`config.mk`:
```
export PLATFORM = sky130hd
export DESIGN_NAME = bpt_top
export DESIGN_NICKNAME = d
export VERILOG_FILES = /design/src/core/bpt_pkg.sv /design/src/core/bpt_top.sv
export VERILOG_INCLUDE_DIRS = /design/src /design/src/core
export SDC_FILE = /design/constraint.sdc
export NUM_CORES = 1
export LEC_CHECK = 0
export BUFFER_PORTS_ARGS = -buffer_cell sky130_fd_sc_hd__buf_2
export CORE_AREA = 2 2 171 173
export DETAILED_ROUTE_END_ITERATION = 10
export DIE_AREA = 0 0 173 175
export GPL_TIMING_DRIVEN = 0
export PLACE_DENSITY = 0.72
export RECOVER_POWER = 50
export SYNTH_ARGS = -nofsm -noshare
export SYNTH_HDL_FRONTEND = slang
export SYNTH_SLANG_ARGS = --single-unit
export TNS_END_PERCENT = 5
```
`constraint.sdc`:
```
create_clock -name clk_sys_i -period 25.3 [get_ports clk_sys_i]
set_clock_uncertainty 0.05 [all_clocks]
set_input_delay 3.795 -clock clk_sys_i [delete_from_list [all_inputs] [get_ports clk_sys_i]]
set_output_delay 3.795 -clock clk_sys_i [all_outputs]
set_load 0.05 [all_outputs]
```
`src/core/bpt_params.svh`:
```
// constants of the bit error rate pattern tester: offsets, fields, reset values, counts
`ifndef BPT_PARAMS_SVH
`define BPT_PARAMS_SVH

`define BPT_ADDR_W 8
`define BPT_DATA_W 32

`define BPT_OFS_CFG 8'h00
`define BPT_OFS_DUR 8'h04
`define BPT_OFS_CMD 8'h08
`define BPT_OFS_STAT 8'h0C
`define BPT_OFS_ELAPSED 8'h10
`define BPT_OFS_ERRSEC 8'h14
`define BPT_OFS_BLOCKS 8'h18
`define BPT_OFS_BLKERR 8'h1C
`define BPT_OFS_BITS_LO 8'h20
`define BPT_OFS_BITS_HI 8'h24
`define BPT_OFS_BITERR 8'h28

`define BPT_CMD_START 0
`define BPT_CMD_ABORT 1
`define BPT_CMD_INJECT 2

`define BPT_CFG_RST 8'h00
`define BPT_DUR_RST 32'h000F4240

`define BPT_BLK_FIXED 12'd1000
`define BPT_BIT_MAX 37'd99000000000
`define BPT_LFSR_SEED 12'hFFF
`define BPT_CHAR_MIN 4'd5

`endif

```
`src/core/bpt_pkg.sv`:
```
// types of the bit error rate pattern tester
package bpt_pkg;

  typedef struct packed {
    logic [7:0] addr;
    logic [31:0] wdata;
    logic wr;
    logic rd;
  } bpt_bus_req_t;

  typedef struct packed {
    logic par_odd;
    logic par_en;
    logic [1:0] char_sel;
    logic frame_en;
    logic blk_pat;
    logic [1:0] pat_sel;
  } bpt_cfg_t;

  typedef enum logic [2:0] {
    BPT_TX_OFF = 3'b000,
    BPT_TX_START = 3'b001,
    BPT_TX_DATA = 3'b011,
    BPT_TX_PAR = 3'b010,
    BPT_TX_STOP = 3'b110,
    BPT_TX_GAP = 3'b111
  } bpt_tx_st_t;

  typedef enum logic [1:0] {
    BPT_RX_HUNT = 2'b00,
    BPT_RX_DATA = 2'b01,
    BPT_RX_SKIP = 2'b11
  } bpt_rx_st_t;

  typedef struct packed {
    logic [15:0] elapsed;
    logic [15:0] errsec;
    logic [15:0] blocks;
    logic [15:0] blkerr;
    logic [36:0] bits;
    logic [15:0] biterr;
  } bpt_cnt_t;

  typedef struct packed {
    bpt_cfg_t cfg;
    logic [31:0] duration;
    bpt_tx_st_t tx_st;
    logic [11:0] tx_lfsr;
    logic [3:0] tx_cnt;
    logic tx_par;
    logic tx_bit;
    logic inj_pend;
    logic tx_run;
    bpt_rx_st_t rx_st;
    logic [3:0] rx_cnt;
    logic [11:0] rx_ref;
    logic [3:0] seed_cnt;
    logic synced;
    logic rx_run;
    logic [11:0] blk_pos;
    logic blk_bad;
    logic sec_bad;
    bpt_cnt_t cnt;
    logic [5:0] roll;
    logic [31:0] rdata;
  } bpt_state_t;

endpackage : bpt_pkg

```
`src/core/bpt_top.sv`:
```
// bit error rate pattern tester: generator, framer, receiver checker and result counters
//
// Design decisions made here: the placing of the registers and the strobed register port.
`timescale 1ns/100ps
`include "bpt_params.svh"

module bpt_top (
  input wire logic clk_sys_i,
  input wire logic reset_i,
  input wire logic bit_en_i,
  input wire logic sec_tick_i,
  input wire logic rx_bit_i,
  input wire bpt_pkg::bpt_bus_req_t bus_i,
  output logic [31:0] rdata_o,
  output logic tx_bit_o,
  output logic tx_active_o,
  output logic rx_active_o,
  output logic synced_o
);
  import bpt_pkg::*;

  bpt_state_t s;
  bpt_state_t next_s;

  // feedback of the selected maximal-length polynomial
  function automatic logic lfsr_fb(input logic [1:0] sel, input logic [11:0] r);
    logic fb;
    fb = 1'b0;
    unique case (sel)
      2'd0: fb = r[5] ^ r[4];                  // x^6+x^5+1
      2'd1: fb = r[8] ^ r[4];                  // x^9+x^5+1
      2'd2: fb = r[10] ^ r[8];                 // x^11+x^9+1
      2'd3: fb = r[11] ^ r[10] ^ r[9] ^ r[3];  // x^12+x^11+x^10+x^4+1
    endcase
    return fb;
  endfunction : lfsr_fb

  function automatic logic [3:0] lfsr_len(input logic [1:0] sel);
    logic [3:0] len;
    len = 4'd6;
    unique case (sel)
      2'd0: len = 4'd6;
      2'd1: len = 4'd9;
      2'd2: len = 4'd11;
      2'd3: len = 4'd12;
    endcase
    return len;
  endfunction : lfsr_len

  // carry out in the top bit marks the wrap to zero
  function automatic logic [16:0] inc16(input logic [15:0] v);
    return {1'b0, v} + 17'h00001;
  endfunction : inc16

  logic [3:0] char_w;
  logic [3:0] frame_len;
  logic [3:0] reg_len;
  logic [11:0] blk_size;
  logic tx_fb;
  logic tx_pat;
  logic rx_fb;
  logic rx_strobe;
  logic rx_err;
  logic [5:0] roll_ev;
  logic [16:0] sum16;
  logic [36:0] bits_new;
  logic start_cmd;
  logic abort_cmd;
  logic inject_cmd;
  logic cmd_wr;
  logic [31:0] stat_word;
  logic [31:0] rd_word;

  // decode and derived sizes, shared by the state update and the read mux
  always_comb begin
    char_w = `BPT_CHAR_MIN + {2'b00, s.cfg.char_sel};
    frame_len = 4'd3 + char_w + {3'b000, s.cfg.par_en};
    reg_len = lfsr_len(s.cfg.pat_sel);
    blk_size = s.cfg.blk_pat ? ((12'h001 << reg_len) - 12'h001) : `BPT_BLK_FIXED;
    tx_fb = lfsr_fb(s.cfg.pat_sel, s.tx_lfsr);
    tx_pat = tx_fb ^ s.inj_pend;
    rx_fb = lfsr_fb(s.cfg.pat_sel, s.rx_ref);
    cmd_wr = bus_i.wr && (bus_i.addr == `BPT_OFS_CMD);
    start_cmd = cmd_wr && bus_i.wdata[`BPT_CMD_START];
    abort_cmd = cmd_wr && bus_i.wdata[`BPT_CMD_ABORT];
    inject_cmd = cmd_wr && bus_i.wdata[`BPT_CMD_INJECT];
    // status word: run, sync and inject state low, sticky rollover flags above
    stat_word = 32'h00000000;
    stat_word[0] = s.tx_run;
    stat_word[1] = s.rx_run;
    stat_word[2] = s.synced;
    stat_word[3] = s.inj_pend;
    stat_word[9:4] = s.roll;
  end

  // live read mux from the current state: a read never stalls the
  always_comb begin
    rd_word = 32'h00000000;
    unique case (bus_i.addr)
      `BPT_OFS_CFG: rd_word = {24'h000000, s.cfg};
      `BPT_OFS_DUR: rd_word = s.duration;
      `BPT_OFS_STAT: rd_word = stat_word;
      `BPT_OFS_ELAPSED: rd_word = {16'h0000, s.cnt.elapsed};
      `BPT_OFS_ERRSEC: rd_word = {16'h0000, s.cnt.errsec};
      `BPT_OFS_BLOCKS: rd_word = {16'h0000, s.cnt.blocks};
      `BPT_OFS_BLKERR: rd_word = {16'h0000, s.cnt.blkerr};
      `BPT_OFS_BITS_LO: rd_word = s.cnt.bits[31:0];
      `BPT_OFS_BITS_HI: rd_word = {27'h0000000, s.cnt.bits[36:32]};
      `BPT_OFS_BITERR: rd_word = {16'h0000, s.cnt.biterr};
      default: rd_word = 32'h00000000;
    endcase
  end

  always_comb begin
    next_s = s;
    rx_strobe = 1'b0;
    rx_err = 1'b0;
    roll_ev = 6'h00;
    sum16 = 17'h00000;
    bits_new = s.cnt.bits;

    // transmitter: runs on until an abort, independent of the receiver
    if (s.tx_run && bit_en_i) begin
      if (!s.cfg.frame_en) begin
        next_s.tx_bit = tx_pat;
        next_s.tx_lfsr = {s.tx_lfsr[10:0], tx_fb};
        next_s.inj_pend = 1'b0;
      end else begin
        unique case (s.tx_st)
          BPT_TX_START: begin
            next_s.tx_bit = 1'b0;
            next_s.tx_cnt = 4'h0;
            next_s.tx_par = s.cfg.par_odd;
            next_s.tx_st = BPT_TX_DATA;
          end
          BPT_TX_DATA: begin
            next_s.tx_bit = tx_pat;
            next_s.tx_lfsr = {s.tx_lfsr[10:0], tx_fb};
            next_s.inj_pend = 1'b0;
            // parity covers the bits really sent, an injected error included
            next_s.tx_par = s.tx_par ^ tx_pat;
            if (s.tx_cnt == char_w - 4'h1) begin
              next_s.tx_cnt = 4'h0;
              next_s.tx_st = s.cfg.par_en ? BPT_TX_PAR : BPT_TX_STOP;
            end else begin
              next_s.tx_cnt = s.tx_cnt + 4'h1;
            end
          end
          BPT_TX_PAR: begin
            next_s.tx_bit = s.tx_par;
            next_s.tx_st = BPT_TX_STOP;
          end
          BPT_TX_STOP: begin
            next_s.tx_bit = 1'b1;
            if (s.tx_cnt == 4'h1) begin
              next_s.tx_cnt = 4'h0;
              next_s.tx_st = BPT_TX_GAP;
            end else begin
              next_s.tx_cnt = s.tx_cnt + 4'h1;
            end
          end
          BPT_TX_GAP: begin
            // idle high for exactly one frame length
            next_s.tx_bit = 1'b1;
            if (s.tx_cnt == frame_len - 4'h1) begin
              next_s.tx_cnt = 4'h0;
              next_s.tx_st = BPT_TX_START;
            end else begin
              next_s.tx_cnt = s.tx_cnt + 4'h1;
            end
          end
          default: begin
            next_s.tx_bit = 1'b1;
            next_s.tx_st = BPT_TX_START;
          end
        endcase
      end
    end

    // receiver framing: only data bits reach the checker
    if (s.rx_run && bit_en_i) begin
      if (!s.cfg.frame_en) begin
        rx_strobe = 1'b1;
      end else begin
        unique case (s.rx_st)
          BPT_RX_HUNT: begin
            // bit pacing must line up with the incoming bits: there is no oversampling
            if (!rx_bit_i) begin
              next_s.rx_cnt = 4'h0;
              next_s.rx_st = BPT_RX_DATA;
            end
          end
          BPT_RX_DATA: begin
            rx_strobe = 1'b1;
            if (s.rx_cnt == char_w - 4'h1) begin
              next_s.rx_cnt = 4'h0;
              next_s.rx_st = BPT_RX_SKIP;
            end else begin
              next_s.rx_cnt = s.rx_cnt + 4'h1;
            end
          end
          BPT_RX_SKIP: begin
            // parity and both stops are stepped over before hunting again
            if (s.rx_cnt == {3'b000, s.cfg.par_en} + 4'h1) begin
              next_s.rx_st = BPT_RX_HUNT;
            end else begin
              next_s.rx_cnt = s.rx_cnt + 4'h1;
            end
          end
          default: next_s.rx_st = BPT_RX_HUNT;
        endcase
      end
    end

    // checker: seed the reference, then compare bit by bit
    if (rx_strobe) begin
      if (!s.synced) begin
        next_s.rx_ref = {s.rx_ref[10:0], rx_bit_i};
        next_s.seed_cnt = s.seed_cnt + 4'h1;
        if (s.seed_cnt == reg_len - 4'h1) begin
          next_s.synced = 1'b1;
        end
      end else begin
        rx_err = rx_bit_i ^ rx_fb;
        // the reference runs free so one bad bit counts once, not L times
        next_s.rx_ref = {s.rx_ref[10:0], rx_fb};
        // the bit count wraps at its own ceiling, not at a power of two
        if (s.cnt.bits == `BPT_BIT_MAX) begin
          bits_new = 37'h0000000000;
          roll_ev[4] = 1'b1;
        end else begin
          bits_new = s.cnt.bits + 37'h0000000001;
        end
        next_s.cnt.bits = bits_new;
        if (rx_err) begin
          sum16 = inc16(s.cnt.biterr);
          next_s.cnt.biterr = sum16[15:0];
          roll_ev[5] = sum16[16];
          next_s.sec_bad = 1'b1;
        end
        if (s.blk_pos == blk_size - 12'h001) begin
          next_s.blk_pos = 12'h000;
          next_s.blk_bad = 1'b0;
          sum16 = inc16(s.cnt.blocks);
          next_s.cnt.blocks = sum16[15:0];
          roll_ev[2] = sum16[16];
          if (s.blk_bad || rx_err) begin
            sum16 = inc16(s.cnt.blkerr);
            next_s.cnt.blkerr = sum16[15:0];
            roll_ev[3] = sum16[16];
          end
        end else begin
          next_s.blk_pos = s.blk_pos + 12'h001;
          next_s.blk_bad = s.blk_bad | rx_err;
        end
        // a zero duration never ends the run
        if ((s.duration != 32'h00000000) && (bits_new == {5'h00, s.duration})) begin
          next_s.rx_run = 1'b0;
        end
      end
    end

    // seconds advance only once the pattern is locked
    if (s.rx_run && s.synced && sec_tick_i) begin
      sum16 = inc16(s.cnt.elapsed);
      next_s.cnt.elapsed = sum16[15:0];
      roll_ev[0] = sum16[16];
      if (s.sec_bad || rx_err) begin
        sum16 = inc16(s.cnt.errsec);
        next_s.cnt.errsec = sum16[15:0];
        roll_ev[1] = sum16[16];
      end
      next_s.sec_bad = 1'b0;
    end

    next_s.roll = s.roll | roll_ev;

    // register writes may land during a run without stalling anything
    if (bus_i.wr) begin
      unique case (bus_i.addr)
        `BPT_OFS_CFG: next_s.cfg = bpt_cfg_t'(bus_i.wdata[7:0]);
        `BPT_OFS_DUR: next_s.duration = bus_i.wdata;
        default: ;
      endcase
    end
    if (inject_cmd && (s.tx_run || start_cmd)) begin
      next_s.inj_pend = 1'b1;
    end
    if (start_cmd) begin
      next_s.tx_run = 1'b1;
      next_s.tx_st = BPT_TX_START;
      next_s.tx_lfsr = `BPT_LFSR_SEED;
      // back to idle, so a looped-back receiver seeds on a bit that fits the all-ones start
      next_s.tx_bit = 1'b1;
      next_s.tx_cnt = 4'h0;
      next_s.rx_run = 1'b1;
      next_s.rx_st = BPT_RX_HUNT;
      next_s.rx_cnt = 4'h0;
      next_s.seed_cnt = 4'h0;
      next_s.synced = 1'b0;
      next_s.blk_pos = 12'h000;
      next_s.blk_bad = 1'b0;
      next_s.sec_bad = 1'b0;
      next_s.cnt = '0;
      // an event in the same cycle still leaves its flag set
      next_s.roll = roll_ev;
    end
    // abort wins over a start in the same write
    if (abort_cmd) begin
      next_s.rx_run = 1'b0;
      next_s.tx_run = 1'b0;
      next_s.tx_st = BPT_TX_OFF;
      next_s.tx_bit = 1'b1;
      next_s.inj_pend = 1'b0;
    end

    // the two bit count halves are not latched together: read them while stopped for a matching pair
    if (bus_i.rd) begin
      next_s.rdata = rd_word;
    end
  end

  always_ff @(posedge clk_sys_i or posedge reset_i) begin
    if (reset_i) begin
      s <= '0;
      s.cfg <= `BPT_CFG_RST;
      s.duration <= `BPT_DUR_RST;
      s.tx_st <= BPT_TX_OFF;
      s.rx_st <= BPT_RX_HUNT;
      s.tx_lfsr <= `BPT_LFSR_SEED;
      s.tx_bit <= 1'b1;
    end else begin
      s <= next_s;
    end
  end

  assign rdata_o = s.rdata;
  assign tx_bit_o = s.tx_bit;
  assign tx_active_o = s.tx_run;
  assign rx_active_o = s.rx_run;
  assign synced_o = s.synced;

endmodule : bpt_top

```
# Yosys cells after proc, flatten, opt, wreduce, memory -nomap -nowiden
# Index checks and enable logic that the tools add are counted.
[op_classes]
addsub = 19
n_eq_ne = 39
shift = 1
n_mux = 71
bitwise = 17
reduce_logical = 57
[op_table]
columns = ["operator", "count"]
rows = [
  ["$pmux 32 s10", 1],
  ["$mux 85", 2],
  ["$mux 143", 1],
  ["$mux 37", 3],
  ["$add 16x1->17 const B", 5],
  ["$mux 16", 3],
  ["$add 37x1->37 const B", 1],
  ["$eq 37x32->1", 1],
  ["$eq 37x37->1 const B", 1],
  ["$mux 12", 3],
  ["$mux 33", 1],
  ["$eq 8x5->1 const B", 4],
  ["$mux 32", 1],
  ["$pmux 4 s4", 2],
  ["$reduce_bool 32->1", 1],
  ["$mux 4", 7],
  ["$reduce_bool 3->1", 9],
  ["$eq 8x6->1 const B", 3],
  ["$reduce_bool 2->1", 12],
  ["$sub 12x1->12 const B", 2],
  ["$mux 22", 1],
  ["$mux 3", 7],
  ["$mux 20", 1],
  ["$mux 19", 1],
  ["50 further kinds", 131],
]
[word_totals]
regBits = 256
input_bits = 47
elab_cells = 235

# Longest topological paths before layout
[logic_depth]
word_depth = 13
depth_mapped = 17
mapped_depth_nobuf = 14

# Worst setup path before layout
# No wires, ideal clock.
[synth_path]
path_type = "input to register"
start = "in bus_i[35] (netlist bit)"
end = "reg s[102] (netlist bit)"
setup_time_ns = 0.132
arrival_ns = 5.791
t_required_ns = 25.118
path_slack_ns = 19.327
cell_stages = 7
path_cell_list = "or4b_2 -> nor3_2 -> and2_1 -> clkbuf_1 -> clkbuf_1 -> clkbuf_1 -> nor2_1"
[synth_between]
elab_chain_cells = 5
elab_cells_between_ends = 9
classes_between = "1 x eq/ne; 1 x mux; 7 x reduce/logical"
[synth_lines]
columns = ["item", "line_no", "text"]
rows = [
  ["start, declared", "bpt_top.sv:13", "input wire bpt_pkg::bpt_bus_req_t bus_i,"],
  ["$eq 8x4->1 (no line) *", "n/a", ""],
  ["$logic_and 1x1->1 *", "bpt_top.sv:83", "cmd_wr = bus_i.wr && (bus_i.addr == `BPT_OFS_CMD);"],
  ["$logic_and 1x1->1 *", "bpt_top.sv:84", "start_cmd = cmd_wr && bus_i.wdata[`BPT_CMD_START];"],
  ["$reduce_bool 2->1 (no line)", "n/a", ""],
  ["$reduce_and 4->1 (no line)", "n/a", ""],
  ["end signal, assigned", "bpt_top.sv:333", "s <= next_s;"],
  ["end, declared", "bpt_top.sv:22", "bpt_state_t s;"],
]
# Every way passes the cells marked *; elsewhere a longest branch is shown, timed or not.
# A chain may end at the register's enable or synchronous reset.

==> impl_metrics.py <==
metrics = {
    "global_routing": {
        "grt_pass1_vias": 13608,
        "grt_max_degree": 124,
        "overflow": 0,
        "antenna_found_initial": 3,
        "grt.total_usage_pct": 34.2,
        "grt_pass1_wl_um": 80500,
    },
    "power_and_ir_drop": {
        "total_leakage_power_nw": 7.47,
        "power_density_nw_per_um2": 55.5,
        "vdd_ir_drop_max_v": 0.0000540,
    },
    "route": {
        "wire_per_inst_um": 23.5,
        "first_pass_iters": 6,
        "drc_errors": 0,
        "wirelength_um": 52200,
        "vias_per_cell": 6.41,
        "drtIter0Drc": 1746,
        "ant_nets": 0,
        "vias": 14239,
    },
    "logic_synthesis": {
        "synth_cells": 1705,
        "yosys_warnings": 0,
        "netlist_area_um2": 15500,
        "synth_area_leaders": "dfrtp_1, xnor2_1, mux2_2, nand2_1, nor2_1",
        "ys_ff_latch": 256,
        "syn_nets": 1778,
        "yosysMostFrequentCell": "dfrtp_1",
        "synth_top_area_cell": "dfrtp_1",
        "synthFlopType": "dfrtp_1",
        "ys_async_sr_fraction_pct": 100,
        "yosysUniqueCellTypes": 74,
        "synth_top_cell_area_share_pct": 38.2,
        "synthTopCellsByCount": "dfrtp_1, nand2_1, nor2_1",
        "synth-seq-area-share_pct": 41.6,
        "synth_area_per_cell_um2": 9.07,
        "synth_edf_count": 0,
    },
    "sta": {
        "worst_pin_slew_ps": 6650,
        "fin_crit_ps": 11070,
        "slew_headroom_pct": -343,
        "fin_crit_sh_pct": 43.8,
        "fin_tns_setup_ps": 0,
        "rsz0062_at_grt": "false",
        "drv_slew": 261,
        "max_freq_ghz": 0.0903,
        "setup_viol": 0,
        "hold_violations": 0,
    },
    "min_path": {
        "min-delay-start": "s[208]$_DFFE_PP1P_",
        "min_to": "s[208]$_DFFE_PP1P_",
        "hp-class": "flop to flop",
        "min_delay_path_depth": 2,
    },
    "finish": {
        "layout-drive-gt1-share_pct": 14.2,
        "area_delta_synth_final_pct": 11.7,
        "final_net_count": 1893,
        "nFillCells": 2490,
        "fin_util_pct": 60.8,
    },
    "flow_run": {
        "cap_violations": 3,
    },
    "worst_setup_path": {
        "cp.required_ps": 24290,
        "path_cells": "buf_2, clkinvlp_2, clkbuf_1",
        "ff2ff_setup_slack_ps": 20630,
        "critPathMaxFanout": 123,
        "cp_slowest_cell": "clkbuf_1",
        "endpoint_kind": "async pin",
        "r2r-start": "s[248]$_DFFE_PP0P_",
        "start_kind": "input port",
        "worst_r2r_path_depth": 15,
        "cp.arrival_ps": 10060,
        "timing.rr.end": "s[108]$_DFFE_PP0P_",
        "critPathKind": "input port to async pin",
        "max_stage_delay_ps": 4670,
    },
    "cts": {
        "cts_max_level": 1,
        "clkTransAtPathRegs_ps": 60,
        "numCtsBuffers": 29,
        "cts_setup_buffers": 0,
        "cts_tree": "yes",
        "cts_sinks": 256,
        "post_cts_resized": 0,
        "cts_buffer_depth": 3,
        "clk_latency_ps": 570,
        "cts.root.buffer_cell": "clkbuf_16",
        "holdBufCountCts": 0,
    },
    "die": {
        "die_y_um": 175,
        "die_w_um": 173,
        "start_util_pct": 54.5,
        "die_area_um2": 30300,
        "placementRows": 62,
        "coreArea_um2": 28400,
        "io_pins": 83,
    },
    "outcome": {
        "outcome": "complete, but fails checks",
        "violations": "max-capacitance violations, max-slew violations",
    },
    "placement": {
        "portBuffers": 82,
        "dp_hpwl_um": 38600,
        "gp_congestion": 1.02,
    },
}
metrics by stage:
stage	worst slack, ps	total power, mW	cell area, um^2	cells	hold WS (ps)
final	14230	0.959	17300	2223	433
after global routing	12610	0.990	17300	2222	459
after CTS	18490	0.963	17300	2222	437
after detailed placement	17900	0.548	16400	2173	425
after global placement	11470	0.544	16400	2171	417
after floorplan	14450	0.512	15500	1705	394
how the worst max path moves through the flow:
stage                             endpoint  slack, ps       from
floorplan           rdata_o[0]$_DFFE_PP0P_      14450    reset_i
global placement        s[139]$_DFFE_PP0N_      11470    reset_i
detailed placement       s[38]$_DFFE_PP0P_      17900  bus_i[35]
CTS                     s[151]$_DFFE_PP0N_      18490  bus_i[35]
global route            s[145]$_DFFE_PP0N_      12610    reset_i
finish                  s[139]$_DFFE_PP0N_      14230    reset_i
layout by cell type, fill, tap and decap left out, types with 23 or more instances in the layout:
cell type and n:
ha_1 26, or3_1 24, xor2_1 61, dfrtp_1 236, buf_4 35, clkbuf_1 105, a21oi_1 67, o21ai_0 70
inv_1 69, nand2_1 144, xnor2_1 67, nor3_1 28, buf_2 81, nor4_1 23, mux2i_1 26, mux2_2 52
o22ai_1 35, and3_1 34, nand3_1 75, a22oi_1 48, nand4_1 38, clkbuf_16 29, nor2_1 143
final cells by class:
type	instances	area [um^2]	area share [%]
Multi-Input combinational cell	1239	8090	46.9
Timing Repair Buffer	84	403	2.33
Clock buffer	39	793	4.59
Clock inverter	10	125	0.724
Sequential cell	256	6430	37.2
Tap cell	384	480	2.78
Inverter	70	264	1.53
Antenna cell	1	2.50	0.0145
Buffer	140	682	3.95
routing by layer:
layer / vias to the layer above / share of wire, % / track usage (%)
met5: - / 0.063 / 0.160
met4: 4 / 5.3 / 15.9
met3: 160 / 8.6 / 5.98
met2: 719 / 45 / 54.1
met1: 6986 / 41 / 45.9
li1: 6370 / - / -
registers in the layout, summed over array words and instances, names as in the netlist:
register,flops
rdata_o,32
rx_active_o,1
s,220
synced_o,1
tx_active_o,1
tx_bit_o,1
cells by family (layout without fill, tap and decap cells):
| group | after synthesis | count (layout) | share of synthesized area (%) |
|---|---|---|---|
| mux | 78 | 78 | 5.47 |
| compound gates | 367 | 367 | 16.0 |
| simple gates | 640 | 640 | 21.5 |
| fa+ha+maj | 26 | 26 | 2.10 |
| xor+xnor | 128 | 128 | 7.25 |
| buf+inv | 210 | 343 | 6.11 |
| other cells | 0 | 1 | 0 |
| flops | 256 | 256 | 41.6 |
critical path: cells and delay by family:
kind                   cells  cell delay [ps]
buffers and inverters      3             6060
report_power, final:
| part | switching, mW | total, mW | internal (mW) | leakage [nW] |
|---|---|---|---|---|
| Sequential | 0.0225 | 0.448 | 0.426 | 3.42 |
| Combinational | 0.0578 | 0.0933 | 0.0355 | 3.60 |
| Clock | 0.177 | 0.417 | 0.240 | 0.450 |
| Total | 0.258 | 0.959 | 0.701 | 7.47 |
Note: power is estimated with default switching activity, not from simulation.
